===== config.mk =====
export PLATFORM = sky130hd
export DESIGN_NAME = adcsq_top
export DESIGN_NICKNAME = d
export VERILOG_FILES = /design/src/verilog/adcsq_pkg.sv /design/src/verilog/adcsq_clkdiv.sv /design/src/verilog/adcsq_top.sv
export SDC_FILE = /design/constraint.sdc
export NUM_CORES = 1
export LEC_CHECK = 0
export BUFFER_PORTS_ARGS = -buffer_cell sky130_fd_sc_hd__clkbuf_2
export CORE_MARGIN = 4
export CORE_UTILIZATION = 35
export CTS_CLUSTER_DIAMETER = 60
export DETAILED_ROUTE_END_ITERATION = 10
export HOLD_SLACK_MARGIN = 0.03
export PLACE_DENSITY_LB_ADDON = 0.25
export SYNTH_ARGS = -nofsm -noshare
export SYNTH_HDL_FRONTEND = slang
export SYNTH_SLANG_ARGS = --single-unit

===== constraint.sdc =====
create_clock -name mclk -period 2.4 [get_ports mclk]
set_input_delay 0.12 -clock mclk [delete_from_list [all_inputs] [get_ports mclk]]
set_output_delay 0.12 -clock mclk [all_outputs]
set_load 0.01 [all_outputs]

===== src/verilog/adcsq_pkg.sv =====
// Package of constants and types for the converter sequencing block.
// How it works
// (RULE1) Each conversion takes ten converter clock ticks.
// (RULE2) Converter clock divides system clock by software.
// (RULE3) Result is unsigned linear eight-bit code.
// (RULE4) Mode control channel field routes one input.
// (RULE5) Software waits 100 us after enable first.
// (RULE6) Scan field and continuous bit choose mode.
// (RULE7) Software disables converter before changing mode.
// (RULE8) Single mode: result zero, clear start, flag.
// (RULE9) Completion flag raises interrupt when enabled.
// (RULE10) Continuous single channel fills four, flags, keeps.
// (RULE11) Continuous single channel wraps three to zero.
// (RULE12) Software reads results before the buffer wraps.
// (RULE13) Start cleared: finish conversion, stop, flag.
// (RULE14) Scan single: four channels, clear start, flag.
// (RULE15) Scan continuous repeats sets, flags each set.
// (RULE16) Scan stop finishes the whole set first.
// (RULE17) Settle delay before conversion, hold during it.
// (RULE18) Completion flag set on store, cleared by read.
// (RULE19) Busy reads one only while converting; the code reads one whenever the sequencer is not idle, settle delay included.
// (RULE20) Store into unread register sets overrun, continues.
// (RULE21) Overrun cleared only by writing one; the code also clears it whenever the converter is disabled.
// (RULE22) Pointer loads three on start, increments.
// (RULE23) Status register resets to 30 hex.
// (RULE24) Disable aborts and clears flags and start.
// (RULE25) Reading any result register clears interrupt.
// (RULE26) Divide codes give 1 to 32.
// (RULE27) Delay codes give 1 to 64 ticks.
// (RULE28) Register is full from store until read.
// (RULE29) Scan advances channel by one each conversion.
package adcsq_pkg;

   ////////////////////////////////////////////////////////////////////////////////
   localparam int ADDR_W = 3;
   typedef logic [ADDR_W-1:0] adcsq_addr_t;

   localparam adcsq_addr_t ADDR_STATUS = 3'h0;
   localparam adcsq_addr_t ADDR_ENABLE = 3'h1;
   localparam adcsq_addr_t ADDR_MODE   = 3'h2;
   localparam adcsq_addr_t ADDR_TIMING = 3'h3;
   localparam adcsq_addr_t ADDR_DATA0  = 3'h4;

   localparam int EN_BIT    = 0;
   localparam int IRQEN_BIT = 2;
   localparam int START_BIT = 7;
   localparam int SCAN_LSB  = 5;
   localparam int CONTINUOUS_SELECT_BIT  = 4;
   localparam int CHAN_LSB  = 0;
   localparam int CLOCK_DIVIDE_SELECT_LSB  = 0;
   localparam int DELAY_LSB = 3;
   localparam int EOC_BIT   = 0;
   localparam int BUSY_BIT  = 1;
   localparam int OVF_BIT   = 2;
   localparam int PTR_LSB   = 4;

   localparam logic [1:0] SCAN_SINGLE = 2'h0;
   localparam logic [1:0] PTR_START   = 2'h3;
   localparam logic [1:0] LAST_SLOT   = 2'h3;
   localparam logic [7:0] STATUS_RESET = 8'h30;
   localparam logic [2:0] CLOCK_DIVIDE_SELECT_MAX    = 3'h5;
   localparam logic [2:0] DELAY_MAX   = 3'h6;

   // Timing: a conversion is the resolved bits plus a sample tick and a store tick.
   localparam int SAR_EXTRA_TICKS   = 2;
   localparam int SYS_CLK_NS        = 100;
   localparam int ADC_MIN_PERIOD_NS = 1000;
   localparam int ADC_MIN_DIV       = (ADC_MIN_PERIOD_NS + SYS_CLK_NS - 1) / SYS_CLK_NS;

   typedef enum logic [2:0] {
      ST_IDLE   = 3'h1,
      ST_SETTLE = 3'h2,
      ST_CONV   = 3'h4
   } adcsq_state_t;

endpackage


===== src/verilog/adcsq_clkdiv.sv =====
// Converter clock divider producing a one-cycle tick enable.
`timescale 1ns/1ps
module adcsq_clkdiv #(
   parameter int SEL_W = 3
) (
   input  wire logic             mclk,
   input  wire logic             arst_n,
   input  wire logic             run,
   input  wire logic [SEL_W-1:0] divSel,
   output logic                  tick
);
   import adcsq_pkg::*;

   localparam int CNT_W = 5;

   initial begin
      if (SEL_W != 3) $error("adcsq_clkdiv supports a three bit divide select only");
   end

   logic [CNT_W-1:0] cnt_q;
   logic [CNT_W-1:0] limit;
   logic [2:0]       selSat;

   // Reserved codes saturate to the slowest divide rather than run too fast.
   always_comb begin
      selSat = (divSel > CLOCK_DIVIDE_SELECT_MAX) ? CLOCK_DIVIDE_SELECT_MAX : divSel;
      limit  = CNT_W'((32'h0000_0001 << selSat) - 32'h0000_0001); // RULE26
   end

   always_ff @(posedge mclk or negedge arst_n) begin
      if (!arst_n) begin
         cnt_q <= '0;
      end else if (!run || cnt_q >= limit) begin
         cnt_q <= '0;
      end else begin
         cnt_q <= cnt_q + 1'b1;
      end
   end

   always_ff @(posedge mclk or negedge arst_n) begin
      if (!arst_n) begin
         tick <= 1'b0;
      end else begin
         tick <= run && (cnt_q >= limit); // RULE2
      end
   end

   a_div_two_gap: assert property (@(posedge mclk) disable iff (!arst_n) // RULE2
      (tick && run && divSel == 3'h1 && $stable(divSel)) |=> !tick)
      else $error("divide by two produced back to back ticks");

endmodule // adcsq_clkdiv


===== src/verilog/adcsq_top.sv =====
// Sequencer, successive approximation control and registers of the converter.
`timescale 1ns/1ps
module adcsq_top #(
   parameter int RES_BITS = 8
) (
   input  wire logic                  mclk,
   input  wire logic                  arst_n,
   input  wire adcsq_pkg::adcsq_addr_t regAddr,
   input  wire logic                  regWr,
   input  wire logic                  regRd,
   input  wire logic [7:0]            regWrData,
   output logic      [7:0]            regRdData,
   output logic                       irq,
   output logic      [2:0]            chanSel,
   output logic                       sampleHold,
   output logic      [RES_BITS-1:0]   dacCode,
   input  wire logic                  cmpAbove
);
   import adcsq_pkg::*;

   localparam int CONV_TICKS = RES_BITS + SAR_EXTRA_TICKS;
   localparam int IDX_W      = (RES_BITS > 1) ? $clog2(RES_BITS) : 1;

   initial begin
      if (RES_BITS < 1 || RES_BITS > 8) $error("RES_BITS must lie between 1 and 8");
   end

   ////////////////////////////////////////////////////////////////////////////////
   // Decode helpers.

   function automatic logic isDataAddr(input adcsq_addr_t a);
      isDataAddr = (a >= ADDR_DATA0);
   endfunction

   function automatic logic [1:0] dataSlot(input adcsq_addr_t a);
      dataSlot = 2'(a - ADDR_DATA0);
   endfunction

   ////////////////////////////////////////////////////////////////////////////////
   // Software registers.

   logic                enable_q;
   logic                irqEnable_q;
   logic                start_q;
   logic [1:0]          scan_q;
   logic                continuous_select_q;
   logic [3:0]          chanBase_q;
   logic [2:0]          clock_divide_select_q;
   logic [2:0]          delay_q;
   logic                eoc_q;
   logic                ovf_q;
   logic [1:0]          ptr_q;
   logic [3:0]          full_q;
   logic [RES_BITS-1:0] data_q [4];

   adcsq_state_t        state_q;
   logic [1:0]          convIdx_q;
   logic [6:0]          settleCnt_q;
   logic [3:0]          convCnt_q;
   logic [IDX_W-1:0]    bitIdx_q;
   logic                tick;

   logic                wrEnable;
   logic                wrMode;
   logic                wrTiming;
   logic                wrStatus;
   logic                dataRead;
   logic                startRise;
   logic                storeNow;
   logic                lastOfSet;
   logic                stopNow;
   logic                eocNow;
   logic                hwClearStart;
   logic [1:0]          nextPtr;
   logic [6:0]          settleLen;
   logic [RES_BITS-1:0] sarNext;
   logic [2:0]          delaySat;

   always_comb begin
      wrEnable  = regWr && (regAddr == ADDR_ENABLE);
      wrMode    = regWr && (regAddr == ADDR_MODE);
      wrTiming  = regWr && (regAddr == ADDR_TIMING);
      wrStatus  = regWr && (regAddr == ADDR_STATUS);
      dataRead  = regRd && isDataAddr(regAddr);
      startRise = enable_q && wrMode && regWrData[START_BIT] && !start_q;
   end

   always_ff @(posedge mclk or negedge arst_n) begin
      if (!arst_n) begin
         enable_q    <= 1'b0;
         irqEnable_q <= 1'b0;
      end else if (wrEnable) begin
         enable_q    <= regWrData[EN_BIT];
         irqEnable_q <= regWrData[IRQEN_BIT];
      end
   end

   always_ff @(posedge mclk or negedge arst_n) begin
      if (!arst_n) begin
         clock_divide_select_q  <= '0;
         delay_q <= '0;
      end else if (wrTiming) begin
         clock_divide_select_q  <= regWrData[CLOCK_DIVIDE_SELECT_LSB +: 3];
         delay_q <= regWrData[DELAY_LSB +: 3];
      end
   end

   // Scan and continuous bits are frozen while start is set so a running sequence keeps its shape.
   always_ff @(posedge mclk or negedge arst_n) begin
      if (!arst_n) begin
         scan_q     <= SCAN_SINGLE;
         continuous_select_q     <= 1'b0;
         chanBase_q <= '0;
      end else if (wrMode) begin
         chanBase_q <= regWrData[CHAN_LSB +: 4];
         if (!start_q) begin
            scan_q <= regWrData[SCAN_LSB +: 2];
            continuous_select_q <= regWrData[CONTINUOUS_SELECT_BIT];
         end
      end
   end

   always_ff @(posedge mclk or negedge arst_n) begin
      if (!arst_n) begin
         start_q <= 1'b0;
      end else if (!enable_q) begin
         start_q <= 1'b0; // RULE24
      end else if (wrMode) begin
         start_q <= regWrData[START_BIT];
      end else if (hwClearStart) begin
         start_q <= 1'b0; // RULE8 RULE14
      end
   end

   ////////////////////////////////////////////////////////////////////////////////
   // Converter clock and sequencing.

   adcsq_clkdiv #(
      .SEL_W (3)
   ) u_clkdiv (
      .mclk   (mclk),
      .arst_n (arst_n),
      .run    (enable_q),
      .divSel (clock_divide_select_q),
      .tick   (tick)
   );

   always_comb begin
      delaySat  = (delay_q > DELAY_MAX) ? DELAY_MAX : delay_q;
      settleLen = 7'(32'h0000_0001 << delaySat); // RULE27
      storeNow  = enable_q && (state_q == ST_CONV) && tick
                  && (convCnt_q == 4'(CONV_TICKS - 1)); // RULE1
      lastOfSet = (convIdx_q == LAST_SLOT);
      nextPtr   = 2'(ptr_q + 2'h1);
      // RULE6: the four modes differ in when a pass stops and flags, and the scan modes also step chanSel.
      if (!continuous_select_q) begin
         stopNow = (scan_q == SCAN_SINGLE) ? 1'b1 : lastOfSet; // RULE8 RULE14
      end else if (scan_q == SCAN_SINGLE) begin
         stopNow = !start_q; // RULE13
      end else begin
         stopNow = lastOfSet && !start_q; // RULE16
      end
      eocNow       = storeNow && (stopNow || lastOfSet); // RULE10 RULE15
      hwClearStart = storeNow && stopNow && !continuous_select_q;
   end

   always_ff @(posedge mclk or negedge arst_n) begin
      if (!arst_n) begin
         state_q     <= ST_IDLE;
         convIdx_q   <= '0;
         settleCnt_q <= '0;
         convCnt_q   <= '0;
      end else if (!enable_q) begin
         state_q <= ST_IDLE; // RULE24
      end else begin
         case (state_q)
            ST_IDLE: begin
               convIdx_q   <= '0;
               settleCnt_q <= '0;
               if (start_q) begin
                  state_q <= ST_SETTLE;
               end
            end
            ST_SETTLE: begin
               if (tick) begin
                  if (settleCnt_q == 7'(settleLen - 7'h01)) begin
                     state_q   <= ST_CONV; // RULE17
                     convCnt_q <= '0;
                  end else begin
                     settleCnt_q <= settleCnt_q + 7'h01;
                  end
               end
            end
            ST_CONV: begin
               if (tick) begin
                  convCnt_q <= convCnt_q + 4'h1;
               end
               if (storeNow) begin
                  settleCnt_q <= '0;
                  convIdx_q   <= convIdx_q + 2'h1;
                  state_q     <= stopNow ? ST_IDLE : ST_SETTLE; // RULE11 RULE15
               end
            end
            default: begin
               state_q <= ST_IDLE;
            end
         endcase
      end
   end

   // Channel is driven while settling so the multiplexer output has the delay to settle.
   // The next scan channel is presented at the store itself, otherwise a one-tick settle
   // would close the hold on the previous input.
   always_ff @(posedge mclk or negedge arst_n) begin
      if (!arst_n) begin
         chanSel <= '0;
      end else if (scan_q == SCAN_SINGLE) begin
         chanSel <= chanBase_q[2:0]; // RULE4
      end else if (storeNow) begin
         chanSel <= 3'(chanBase_q[2:0] + {1'b0, 2'(convIdx_q + 2'h1)}); // RULE29
      end else begin
         chanSel <= 3'(chanBase_q[2:0] + {1'b0, convIdx_q}); // RULE29
      end
   end

   always_ff @(posedge mclk or negedge arst_n) begin
      if (!arst_n) begin
         sampleHold <= 1'b0;
      end else begin
         sampleHold <= enable_q && (state_q == ST_SETTLE) && tick
                       && (settleCnt_q == 7'(settleLen - 7'h01))
                       || (enable_q && state_q == ST_CONV && !storeNow); // RULE17
      end
   end

   ////////////////////////////////////////////////////////////////////////////////
   // Successive approximation: tick 0 holds, ticks 1..RES_BITS resolve, last stores.

   always_comb begin
      sarNext = dacCode;
      if (!cmpAbove) begin
         sarNext[bitIdx_q] = 1'b0;
      end
      if (bitIdx_q != '0) begin
         sarNext[bitIdx_q - 1'b1] = 1'b1;
      end
   end

   always_ff @(posedge mclk or negedge arst_n) begin
      if (!arst_n) begin
         dacCode  <= '0;
         bitIdx_q <= '0;
      end else if (state_q == ST_SETTLE) begin
         dacCode  <= RES_BITS'(1) << (RES_BITS - 1);
         bitIdx_q <= IDX_W'(RES_BITS - 1);
      end else if (state_q == ST_CONV && tick && convCnt_q != 4'h0
                   && convCnt_q <= 4'(RES_BITS)) begin
         dacCode <= sarNext; // RULE3
         if (bitIdx_q != '0) begin
            bitIdx_q <= bitIdx_q - 1'b1;
         end
      end
   end

   ////////////////////////////////////////////////////////////////////////////////
   // Result buffer, pointer and flags.

   always_ff @(posedge mclk) begin
      if (storeNow) begin
         data_q[nextPtr] <= dacCode; // RULE3 RULE11
      end
   end

   always_ff @(posedge mclk or negedge arst_n) begin
      if (!arst_n) begin
         ptr_q <= PTR_START; // RULE23
      end else if (startRise) begin
         ptr_q <= PTR_START; // RULE22
      end else if (storeNow) begin
         ptr_q <= nextPtr; // RULE22
      end
   end

   // A read and a store to the same slot in one cycle leave it full: the store wins.
   always_ff @(posedge mclk or negedge arst_n) begin
      if (!arst_n) begin
         full_q <= '0;
      end else if (!enable_q) begin
         full_q <= '0;
      end else begin
         for (int i = 0; i < 4; i++) begin
            if (storeNow && nextPtr == 2'(i)) begin
               full_q[i] <= 1'b1; // RULE28
            end else if (dataRead && dataSlot(regAddr) == 2'(i)) begin
               full_q[i] <= 1'b0; // RULE28
            end
         end
      end
   end

   always_ff @(posedge mclk or negedge arst_n) begin
      if (!arst_n) begin
         ovf_q <= 1'b0;
      end else if (!enable_q) begin
         ovf_q <= 1'b0; // RULE24
      end else if (storeNow && full_q[nextPtr]) begin
         ovf_q <= 1'b1; // RULE20
      end else if (wrStatus && regWrData[OVF_BIT]) begin
         ovf_q <= 1'b0; // RULE21
      end
   end

   always_ff @(posedge mclk or negedge arst_n) begin
      if (!arst_n) begin
         eoc_q <= 1'b0;
      end else if (!enable_q) begin
         eoc_q <= 1'b0; // RULE24
      end else if (eocNow) begin
         eoc_q <= 1'b1; // RULE18
      end else if (dataRead) begin
         eoc_q <= 1'b0; // RULE18
      end
   end

   always_ff @(posedge mclk or negedge arst_n) begin
      if (!arst_n) begin
         irq <= 1'b0;
      end else if (!enable_q) begin
         irq <= 1'b0;
      end else if (eocNow && irqEnable_q) begin
         irq <= 1'b1; // RULE9
      end else if (dataRead) begin
         irq <= 1'b0; // RULE25
      end
   end

   // Read data is registered, so it appears the cycle after the read strobe.
   always_ff @(posedge mclk or negedge arst_n) begin
      if (!arst_n) begin
         regRdData <= '0;
      end else if (regRd) begin
         if (regAddr == ADDR_STATUS) begin
            regRdData <= {2'h0, ptr_q, 1'b0, ovf_q, (state_q != ST_IDLE), eoc_q}; // RULE19
         end else if (regAddr == ADDR_ENABLE) begin
            regRdData <= {5'h00, irqEnable_q, 1'b0, enable_q};
         end else if (regAddr == ADDR_MODE) begin
            regRdData <= {start_q, scan_q, continuous_select_q, chanBase_q};
         end else if (regAddr == ADDR_TIMING) begin
            regRdData <= {2'h0, delay_q, clock_divide_select_q};
         end else begin
            regRdData <= 8'(data_q[dataSlot(regAddr)]);
         end
      end
   end

   ////////////////////////////////////////////////////////////////////////////////
   // Checks.

   a_start_ptr_load: assert property (@(posedge mclk) disable iff (!arst_n) // RULE22
      startRise |=> (ptr_q == PTR_START))
      else $error("pointer did not load three on start");

   a_ptr_advance: assert property (@(posedge mclk) disable iff (!arst_n) // RULE22
      (storeNow && !startRise) |=> (ptr_q == 2'($past(ptr_q) + 2'h1)))
      else $error("pointer did not advance on a store");

   a_disable_clears: assert property (@(posedge mclk) disable iff (!arst_n) // RULE24
      !enable_q |=> (!eoc_q && !ovf_q && !start_q && !irq && state_q == ST_IDLE))
      else $error("disable left a flag or the sequencer active");

   a_eoc_raises_irq: assert property (@(posedge mclk) disable iff (!arst_n) // RULE9
      (eocNow && irqEnable_q) |=> (irq && eoc_q))
      else $error("completion did not raise the interrupt");

   a_read_clears: assert property (@(posedge mclk) disable iff (!arst_n) // RULE25
      (dataRead && !eocNow) |=> (!irq && !eoc_q))
      else $error("data read did not clear completion and interrupt");

   a_ovf_on_full: assert property (@(posedge mclk) disable iff (!arst_n) // RULE20
      (storeNow && full_q[nextPtr]) |=> ovf_q ##1
      (ovf_q || $past(!enable_q) || $past(wrStatus && regWrData[OVF_BIT])))
      else $error("store into full register did not set overrun");

   a_ovf_sticky: assert property (@(posedge mclk) disable iff (!arst_n) // RULE21
      (ovf_q && enable_q && !(wrStatus && regWrData[OVF_BIT])) |=> ovf_q)
      else $error("overrun cleared without a one written");

   a_single_stop: assert property (@(posedge mclk) disable iff (!arst_n) // RULE8
      (storeNow && !continuous_select_q && scan_q == SCAN_SINGLE && !wrMode)
      |=> (!start_q && eoc_q && ptr_q == 2'h0 && state_q == ST_IDLE))
      else $error("single conversion did not stop in slot zero");

   a_hold_in_conv: assert property (@(posedge mclk) disable iff (!arst_n) // RULE17
      (state_q == ST_CONV && $past(state_q) == ST_CONV && !storeNow) |-> sampleHold)
      else $error("sample not held during conversion");

   a_conv_ticks: assert property (@(posedge mclk) disable iff (!arst_n) // RULE1
      storeNow |-> (bitIdx_q == '0 && sampleHold && convCnt_q == 4'(CONV_TICKS - 1)))
      else $error("store outside the last conversion tick");

   c_single_done: cover property (@(posedge mclk) disable iff (!arst_n)
      storeNow && !continuous_select_q && scan_q == SCAN_SINGLE);
   c_scan_set: cover property (@(posedge mclk) disable iff (!arst_n)
      eocNow && scan_q != SCAN_SINGLE && continuous_select_q);
   c_overrun: cover property (@(posedge mclk) disable iff (!arst_n)
      storeNow && full_q[nextPtr]);

endmodule // adcsq_top


After elaboration in Yosys (flattened, before gate mapping)
Memory sizes are Yosys's and may differ from the RTL's.
Index checks and enable logic that the tools add are counted.
{ "totals": {"mem_bits_rw": 32, "mem_count": 1, "out_inout_bits": 21, "register_bits": 70} }
{ "memory_table": {"columns": ["name", "depth", "width", "rd", "rd_clocked_by_memory_dff", "wr", "line_no", "rtl"], "rows": [
  ["data_q", 4, 8, 1, 0, 1, "adcsq_top.sv:54", "logic [RES_BITS-1:0] data_q [4];"]
]} }
{ "classes": {"order_cmp": 10, "reduce_logical": 61, "n_shift": 2, "muxes": 66, "n_bitwise": 4, "add_sub_neg": 11, "n_eq_ne": 33} }
{ "op_table": {"columns": ["operator", "n"], "rows": [
  ["$mux 8", 8],
  ["$logic_and 1x1->1", 36],
  ["$mux 3", 12],
  ["$mux 1", 27],
  ["$ne 3x1->1 const B", 9],
  ["$mux 7", 3],
  ["$pmux 7 s3", 1],
  ["$mux 4", 4],
  ["$eq 2x2->1 const B", 5],
  ["$reduce_and 5->1", 2],
  ["$reduce_bool 2->1", 5],
  ["$eq 3x2->1 const B", 3],
  ["$pmux 3 s3", 1],
  ["$and 8x8->8", 1],
  ["$lt 3x4->1 const B", 2],
  ["$mux 2", 4],
  ["$not 8->8", 1],
  ["$or 8x8->8", 1],
  ["$pmux 4 s2", 1],
  ["$add 7x1->7 const B", 1],
  ["$eq 7x7->1", 1],
  ["$shl 1x3->7 const A", 1],
  ["$sub 7x1->7 const B", 1],
  ["$add 3x2->3", 2],
  ["other kinds (35)", 55]
]} }

Longest topological paths before layout
Gate-level depths: netlist of the first run.
{ "logic_depth": {"word_depth": 11, "depth_mapped": 11, "ltp_nobuf": 9} }

By module
Synthesis of the first run repeated with hierarchy kept, for this count alone.
{ "hier_totals": {"cells_unflattened": 437, "hier_area_um2": 5116.2} }
{ "modules_own_cells": {"columns": ["module", "cells_each", "area_per_inst_um2", "n_inst", "seq_area_each_um2"], "rows": [
  ["adcsq_top", 396, 4712.0, 1, 2566.2],
  ["adcsq_clkdiv", 41, 404.1, 1, 150.1]
]} }

Least setup slack after synthesis of the first run
OpenSTA, ideal clock, no wires.
{ "synth_path": {"path_type": "reg2reg", "start": "reg convCnt_q[0]", "end": "reg chanSel[1]", "required_time_ns": 2.275, "synth_period_minus_slack_ns": 2.245, "n_path_buf": 2, "setup_time_ns": 0.125, "arrival_time_ns": 2.120, "stages_incl_launch_ff": 9, "setup_slack_ns": 0.155, "cell_sequence": "dfrtp_1 > ha_1 > and4b_1 > buf_2 > and3_1 > clkbuf_1 > o21ai_0 > fa_1 > mux2_2"} }
{ "synth_via": {"elab_chain_cells": 4} }
{ "synth_rtl": {"columns": ["item", "line_no", "rtl"], "rows": [
  ["start, declared", "adcsq_top.sv:59", "logic [3:0] convCnt_q;"],
  ["start signal, assigned", "adcsq_top.sv:196", "convCnt_q <= convCnt_q + 4'h1;"],
  ["$eq 4x4->1", "adcsq_top.sv:152", "&& (convCnt_q == 4'(CONV_TICKS - 1));"],
  ["$logic_and 1x1->1", "adcsq_top.sv:152", null],
  ["$mux 3", "adcsq_top.sv:219", "end else if (storeNow) begin"],
  ["$mux 3", "adcsq_top.sv:217", "end else if (scan_q == SCAN_SINGLE) begin"],
  ["end signal, assigned", "adcsq_top.sv:218", "chanSel <= chanBase_q[2:0];"],
  ["end signal, assigned", "adcsq_top.sv:220", "chanSel <= 3'(chanBase_q[2:0] + {1'b0, 2'(convIdx_q + 2'h1)});"],
  ["end signal, assigned", "adcsq_top.sv:222", "chanSel <= 3'(chanBase_q[2:0] + {1'b0, convIdx_q});"],
  ["end, declared", "adcsq_top.sv:14", "output logic [2:0] chanSel,"]
]} }
Every way passes these cells.
A chain may end at the register's enable or synchronous reset.

Final worst setup path of the first run
Ends and elaborated chain as after synthesis.

==> key figures, run 1 <==
Cells and area
  • Final Cell Area: a little under 6000 um2
  • Nets: approximately 500
  • Synth-to-Final Area Change: 15.8%
  • Fin cells: approximately 660
  • Fraction of layout cells with a size suffix above 1: between 20% and 30%
  • ANT cells: 0
  • Layout fillers: about 1.3k

Power
  • Pwr Total: just over 4 mW
  • Clock group share of total power: between 30% and 40%
  • Total net switching power: 1.07 mW
  • Seq pwr share: approximately 50%
  • Lkg Pwr: 2.49 nW
  • Cell Pwr Density: about 700 nW/um2
  • Switching share of total power: around a quarter
  • Internal power: 2.98 mW
  • Combinational fraction of design power: roughly 14%
  • Maximum VDD drop: 329 uV

Timing
  • Max Clock Freq: roughly 450 MHz
  • RSZ-0062 raised after global routing: false
  • Setup_tns: 0 ps
  • Final setup vio count: 0
  • Final hold vios: 0
  • Max transition margin: about two fifths
  • Worst Tran Pin Value: 905 ps
  • Fin Clk Skew: about 9.5 ps
  • Min Tclk post-route: about 2200 ps
  • Crit share post-route: between 90% and 100%
  • Max-slew violations: 0

Synth
  • Syn_nets: roughly 460
  • Synth cell types: 60
  • Ys async rst share: between 60% and 70%
  • Leading area contributor after synthesis: dfrtp_1
  • Netlist Area Pre-Place: approximately 5100 um2
  • Most frequent cell after synthesis: dfrtp_1
  • Synth Instances: roughly 430
  • Synth warnings: 0
  • Synthesized flop and latch total: ~100
  • EDFF count, synth: 32
  • Sequential area share after synthesis: 53.3%
  • Synth top cells by count: 67 x dfrtp_1, 33 x nor2_1, 32 x edfxtp_1
  • Main synth FF type: dfrtp_1
  • Yosys top cell area share: around 33%
  • Average footprint of a synthesized cell: 11.9 um2
  • Largest cells by area after synthesis: dfrtp_1 33%, edfxtp_1 19%, mux2_2 5.1%

Hold path
  • Hold Path Class: in -> reg

Clocking
  • Post-CTS setup buffer count: 0
  • Longest Clk Path Bufs: 2
  • Htree depth: 3
  • CTS Buf Count: 9
  • Worst-path clk slew: 70 ps
  • CTS tree: done
  • Clk Latency, worst-skew pair: around 360 ps
  • Clock sink total: about 100
  • CTS root buf: clkbuf_16

Critical path
  • CP Class: reg -> reg
  • Critical Path Fanout Max: 6
  • CP peak stage delay: between 400 and 500 ps
  • CP endpoint kind: flop
  • Worst path required time: between 2000 and 3000 ps
  • Worst path bufs/invs: 0
  • Crit-path cells: ha_1 > and4b_2 > and3_1 > o21ai_0 > fa_1 > mux2_2
  • CP Launch Type: flop
  • R2R setup slack: between 150 and 200 ps
  • Critical path's top delay family: adder cells
  • Crit path max-delay cell type: fa_1
  • Worst path arrival time: between 2000 and 2500 ps

Detailed routing
  • Vias: between 3k and 4k
  • 1st-iter DRT viols: 170
  • WL final: 11100 um
  • Final ANT Viol Nets: 0
  • Via density: 5.20
  • DR pass1 iterations: 5
  • WL per Instance: 16.7 um
  • DRC: 0

Die
  • Die width: roughly 130 um
  • Core ar.: around 14000 um2
  • Rows: 43
  • Overall die height: 129 um
  • Die area: 16600 um2
  • IO Pins: 37
  • Starting density of the core: 36.2%

Status
  • Run status: finished, final reports clean

Global routing
  • GRT overflow: 0
  • Initial antenna violation count: 0
  • Vias in the first global route: 3500
  • GRT Total Usage: approximately 15%
  • Largest net degree at the start of global routing: about 70
  • First-pass GRT wire length: 18800 um

Placed design
  • Placed cells: 640
  • PortBufs: 36
  • Final Wtd Congestion: between 0.8 and 0.9
  • DP Area: 5540 um2
  • HPWL after DPL: around 7900 um

Job
  • MaxCap Viol Count: 0
## repair_timing
action	in CTS	in global routing
hold buffers	6	0
gates resized for setup	0	1
hold endpoints to repair	76	0
endpoints found under the setup margin	0	1
## placed cells by master, fill, tap and decap left out, types with 13 or more instances in the layout
| cell type | count |
|---|---|
| dfrtp_1 | 67 |
| clkbuf_2 | 35 |
| a21oi_1 | 22 |
| ha_1 | 18 |
| mux2_2 | 23 |
| o21ai_0 | 18 |
| inv_1 | 16 |
| edfxtp_1 | 32 |
| nand3_1 | 14 |
| nand2_1 | 30 |
| buf_4 | 13 |
| nor2_1 | 33 |
## metal layers
| metal | vias up | track usage, % | part of all wire, % | wire length, um |
|---|---|---|---|---|
| met3 | 19 | 4.94 | 4.8 | 530 |
| met4 | 0 | 4.32 | 2.0 | 224 |
| met5 | - | 0 | 0 | 0 |
| li1 | 1665 | - | - | - |
| met2 | 74 | 23.4 | 49 | 5380 |
| met1 | 1684 | 19.4 | 45 | 4940 |
## cells by family (layout without fill, tap and decap cells)
kind of cell | count (synthesis) | in the layout | synth area share, %
xor gates and xnor gates | 12 | 12 | 2.06
buffers and inverters | 35 | 88 | 3.00
DFF | 102 | 102 | 53.3
and+or+nand+nor | 137 | 137 | 14.4
adders and majority gates | 19 | 19 | 4.81
AOI/OAI and AO/OA | 82 | 82 | 10.9
muxes | 42 | 42 | 11.5
## through the flow
step / util [%] / hold slack (ps) / setup WS [ps]
2_1_floorplan: - / -176 / 155
3_3_place_gp: 39.3 / 310 / 245
3_5_place_dp: 39.3 / 324 / 118
6_report: 41.9 / 50.6 / 159
4_1_cts: 41.9 / 34.4 / 89.7
5_1_grt: 41.9 / 32.3 / 21.0
## cell type report
class | count | area (um2) | share of cell area, %
inverters | 16 | 60.1 | 1.02
clock buffers | 9 | 225 | 3.82
flip-flops and latches | 102 | 2720 | 46.0
repair buffers | 56 | 373 | 6.32
well taps | 180 | 225 | 3.82
multi-input cells | 292 | 2230 | 37.8
clock inverters | 7 | 72.6 | 1.23
## power by group through the flow
stage               clock (mW)  combinational (mW)  sequential (mW)
floorplan                    0               0.407             2.02
global placement             0               0.559             2.06
detailed placement           0               0.574             2.06
CTS                       1.51               0.587             2.03
global route              1.58               0.650             2.05
finish                    1.45               0.576             2.03
## state kept, by name, summed over array words and instances, names as in the netlist, 4 cells and up
name	cells
regRdData	8
settleCnt_q	7
full_q	4
u_clkdiv.cnt_q	5
convCnt_q	4
dacCode	8
data_q	32
chanBase_q	4
## final timing paths
check | end | start | cells after the start
worst max-delay path | chanSel[1]$_DFF_PN0_ | convCnt_q[0]$_DFFE_PN0P_ | 6
worst min-delay path | chanBase_q[1]$_DFFE_PN0P_ | regWrData[1] | 2
worst max register to register | chanSel[1]$_DFF_PN0_ | convCnt_q[0]$_DFFE_PN0P_ | 6
worst min register to register | u_clkdiv.cnt_q[0]$_DFF_PN0_ | u_clkdiv.cnt_q[0]$_DFF_PN0_ | 1
max in group asynchronous | enable_q$_DFFE_PN0P_ | arst_n | 2
min in group asynchronous | dacCode[4]$_DFFE_PN0P_ | arst_n | 2
Note: power is estimated with default switching activity, not from simulation.
==> inputs of run 2 (changes only) <==
--- a/config.mk
+++ b/config.mk
@@ -7,7 +7,7 @@
 export LEC_CHECK = 0
 export BUFFER_PORTS_ARGS = -buffer_cell sky130_fd_sc_hd__clkbuf_2
 export CORE_MARGIN = 4
-export CORE_UTILIZATION = 35
+export CORE_UTILIZATION = 45
 export CTS_CLUSTER_DIAMETER = 60
 export DETAILED_ROUTE_END_ITERATION = 10
 export HOLD_SLACK_MARGIN = 0.03
==> run 2 against run 1 <==
Clock skew is 2.0 ps lower. Register-to-register slack about the same. Via count rose by 0.73%. Sequential power barely moved. Power down 0.88%. Routed wire length down 3.6%. Die area shrank 21%. Count of clock-buffer cells in the layout increased by 2.
==> key figures, run 2 (synthesis gave the netlist of run 1 again) <==
Status
  • Run status: finished, final reports clean

Clocking
  • Clk Latency, worst-skew pair: 340 ps (-20 ps)
  • Resize count post-CTS: 0 (unchanged)
  • Hold buffer count at cts: 3 (-3)
  • CTS root buf: clkbuf_16
  • CTS tree: done
  • Htree depth: 3 (unchanged)
  • CTS Buf Count: 9 (unchanged)
  • Clock sink total: 102 (unchanged)
  • Post-CTS setup buffer count: 0 (unchanged)
  • Longest Clk Path Bufs: 2 (unchanged)
  • Worst-path clk slew: 70 ps (about the same)

Timing
  • Crit share post-route: 93.2% (-0.15 points)
  • Final hold vios: 0 (unchanged)
  • Max-slew violations: 0 (unchanged)
  • Setup_tns: 0 ps (unchanged)
  • Max Clock Freq: 447 MHz (+0.16%)
  • Max transition margin: 66.3% (+27 points)
  • Fin Clk Skew: 7.53 ps (-1.99 ps)
  • Worst Tran Pin Value: 500 ps (-405 ps)
  • Min Tclk post-route: 2240 ps (-3.63 ps)
  • Final setup vio count: 0 (unchanged)
  • RSZ-0062 raised after global routing: false
  • Final WS setup: 163 ps (+3.63 ps)

Global routing
  • First-pass GRT wire length: 17700 um (-5.8%)
  • Largest net degree at the start of global routing: 71 (unchanged)
  • Vias in the first global route: 3527 (+0.77%)
  • GRT overflow: 0 (unchanged)
  • GRT Total Usage: 17.3% (+2.6 points)
  • Initial antenna violation count: 0 (unchanged)

Critical path
  • Crit path max-delay cell type: fa_1
  • CP endpoint kind: flop
  • Worst path required time: 2620 ps (about the same)
  • Critical path's top delay family: simple AND/OR/NAND/NOR gates
  • Crit-path cells: inv_1 > ha_1 > and4b_1 > and3_1 > nand2_1 > o21ai_0 > fa_1 > mux2_2
  • R2R setup slack: 160 ps (about the same)
  • RR Startpoint: convCnt_q[1]$_DFFE_PN0P_
  • Critical Path Fanout Max: 5 (-1)
  • CP peak stage delay: 450 ps (about the same)
  • Worst reg2reg path depth: 8 (+2)
  • Worst path arrival time: 2460 ps (about the same)
  • R2r endpoint: chanSel[1]$_DFF_PN0_
  • CP Class: reg -> reg
  • CP Launch Type: flop
  • Crit path from: convCnt_q[1]$_DFFE_PN0P_
  • Worst path bufs/invs: 1 (+1)

Detailed routing
  • Final ANT Viol Nets: 0 (unchanged)
  • DRC: 0 (unchanged)
  • Via density: 5.61 (+7.9%)
  • DR pass1 iterations: 4 (-1)
  • Vias: 3467 (+0.73%)
  • WL final: 10700 um (-3.6%)
  • WL per Instance: 17.3 um (+3.2%)
  • 1st-iter DRT viols: 223 (+31%)

Cells and area
  • Leading registers by flop count: data_q: 32 flops, dacCode: 8 flops, regRdData: 8 flops
  • Largest reg by FF count: data_q
  • Nets: 508 (-0.78%)
  • Fraction of layout cells with a size suffix above 1: 23.8% (-0.42 points)
  • ANT cells: 0 (unchanged)
  • Commonest non-fill, non-tap cell in the layout: dfrtp_1
  • Number of flip-flops in the largest register: 32 (unchanged)
  • Final Cell Area: 5790 um2 (-1.9%)
  • Fin cells: 618 (-6.6%)
  • Synth-to-Final Area Change: 13.6%
  • Most frequent cells in the layout: 67 x dfrtp_1, 35 x clkbuf_2, 33 x nor2_1

Hold path
  • Hold depth: 2 (unchanged)
  • Hold endpoint: delay_q[0]$_DFFE_PN0P_
  • Hold Startpoint: regWrData[3]
  • Hold Path Class: in -> reg

Power
  • Cell Pwr Density: 694 nW/um2 (+1.0%)
  • Lkg Pwr: 2.47 nW (-1.1%)
  • Maximum VDD drop: 348 uV (+5.9%)

Die
  • Rows: 38 (-12%)
  • Overall die height: 114 um (-11%)
  • Starting density of the core: 46.4% (+10 points)
  • Core ar.: 11000 um2 (-22%)
  • Die width: 114 um (-11%)
  • IO Pins: 37 (unchanged)
  • Die area: 13100 um2 (-21%)

Placed design
  • Final Wtd Congestion: 0.846 (-3.0%)
  • Placed cells: 599 (-6.4%)
  • HPWL after DPL: 7770 um (-2.1%)
  • DP Area: 5470 um2 (-1.3%)
  • PortBufs: 36 (unchanged)
  • Placement Setup Slack: 157 ps (+39.2 ps)

Job
  • MaxCap Viol Count: 0 (unchanged)
[run 2: cell types whose count changed in the layout (fill, tap and decap cells not counted), sizes merged]
cell | before | now
clkbuf | 44 | 46
buf | 15 | 14
dlygate4sd3 | 6 | 3
clkinv | 4 | 1
clkinvlp | 1 | 2
[run 2: area by class of cell]
| type | count | area, um2 |
|---|---|---|
| clock buffer | 11 | 233 |
| clock inverter | 5 | 58.8 |
| fill | 934 | 5190 |
| inverter | 16 | 60.1 |
| multi-input combinational | 292 | 2230 |
| sequential | 102 | 2720 |
| tap | 140 | 175 |
| timing repair buffer | 52 | 320 |
[run 2: worst register-to-register path, delay by kind of cell, from the launching register on]
family	cells	cell delay [ps]
multiplexers	1	260
buffers and inverters	1	100
AND/OR/NAND/NOR	3	650
flip-flops	1	410
AO/OA/AOI/OAI	1	120
adder cells (fa/ha/maj)	2	590
[run 2: metal layers]
layer | up-vias | global-route usage, % | wire, um
met3 | 14 | 2.80 | 338
met4 | 0 | 6.81 | 201
met5 | - | 0 | 0
met2 | 62 | 29.2 | 5340
met1 | 1728 | 22.4 | 4790
li1 | 1663 | - | -
[run 2: power by group]
group	total, mW	internal (mW)	switching, mW
Sequential	2.03	1.90	0.135
Combinational	0.560	0.269	0.292
Clock	1.43	0.811	0.617
Total	4.02	2.98	1.04
[run 2: metrics by stage]
step	utilization, %	hold slack (ps)	total power, mW
floorplan	-	-176	2.43
global placement	49.8	176	2.61
detailed placement	49.8	177	2.63
CTS	52.7	30.7	4.06
global route	52.7	48.2	4.21
finish	52.7	36.4	4.02
[run 2: worst max-delay path by stage]
| stage | end | slack, ps | cells past startpoint |
|---|---|---|---|
| after floorplan | chanSel[1]$_DFF_PN0_ | 160 | 8 |
| after global placement | chanSel[1]$_DFF_PN0_ | 250 | 8 |
| after detailed placement | chanSel[1]$_DFF_PN0_ | 160 | 8 |
| after CTS | chanSel[1]$_DFF_PN0_ | 160 | 8 |
| after global routing | chanSel[1]$_DFF_PN0_ | 20 | 8 |
| final | chanSel[1]$_DFF_PN0_ | 160 | 8 |
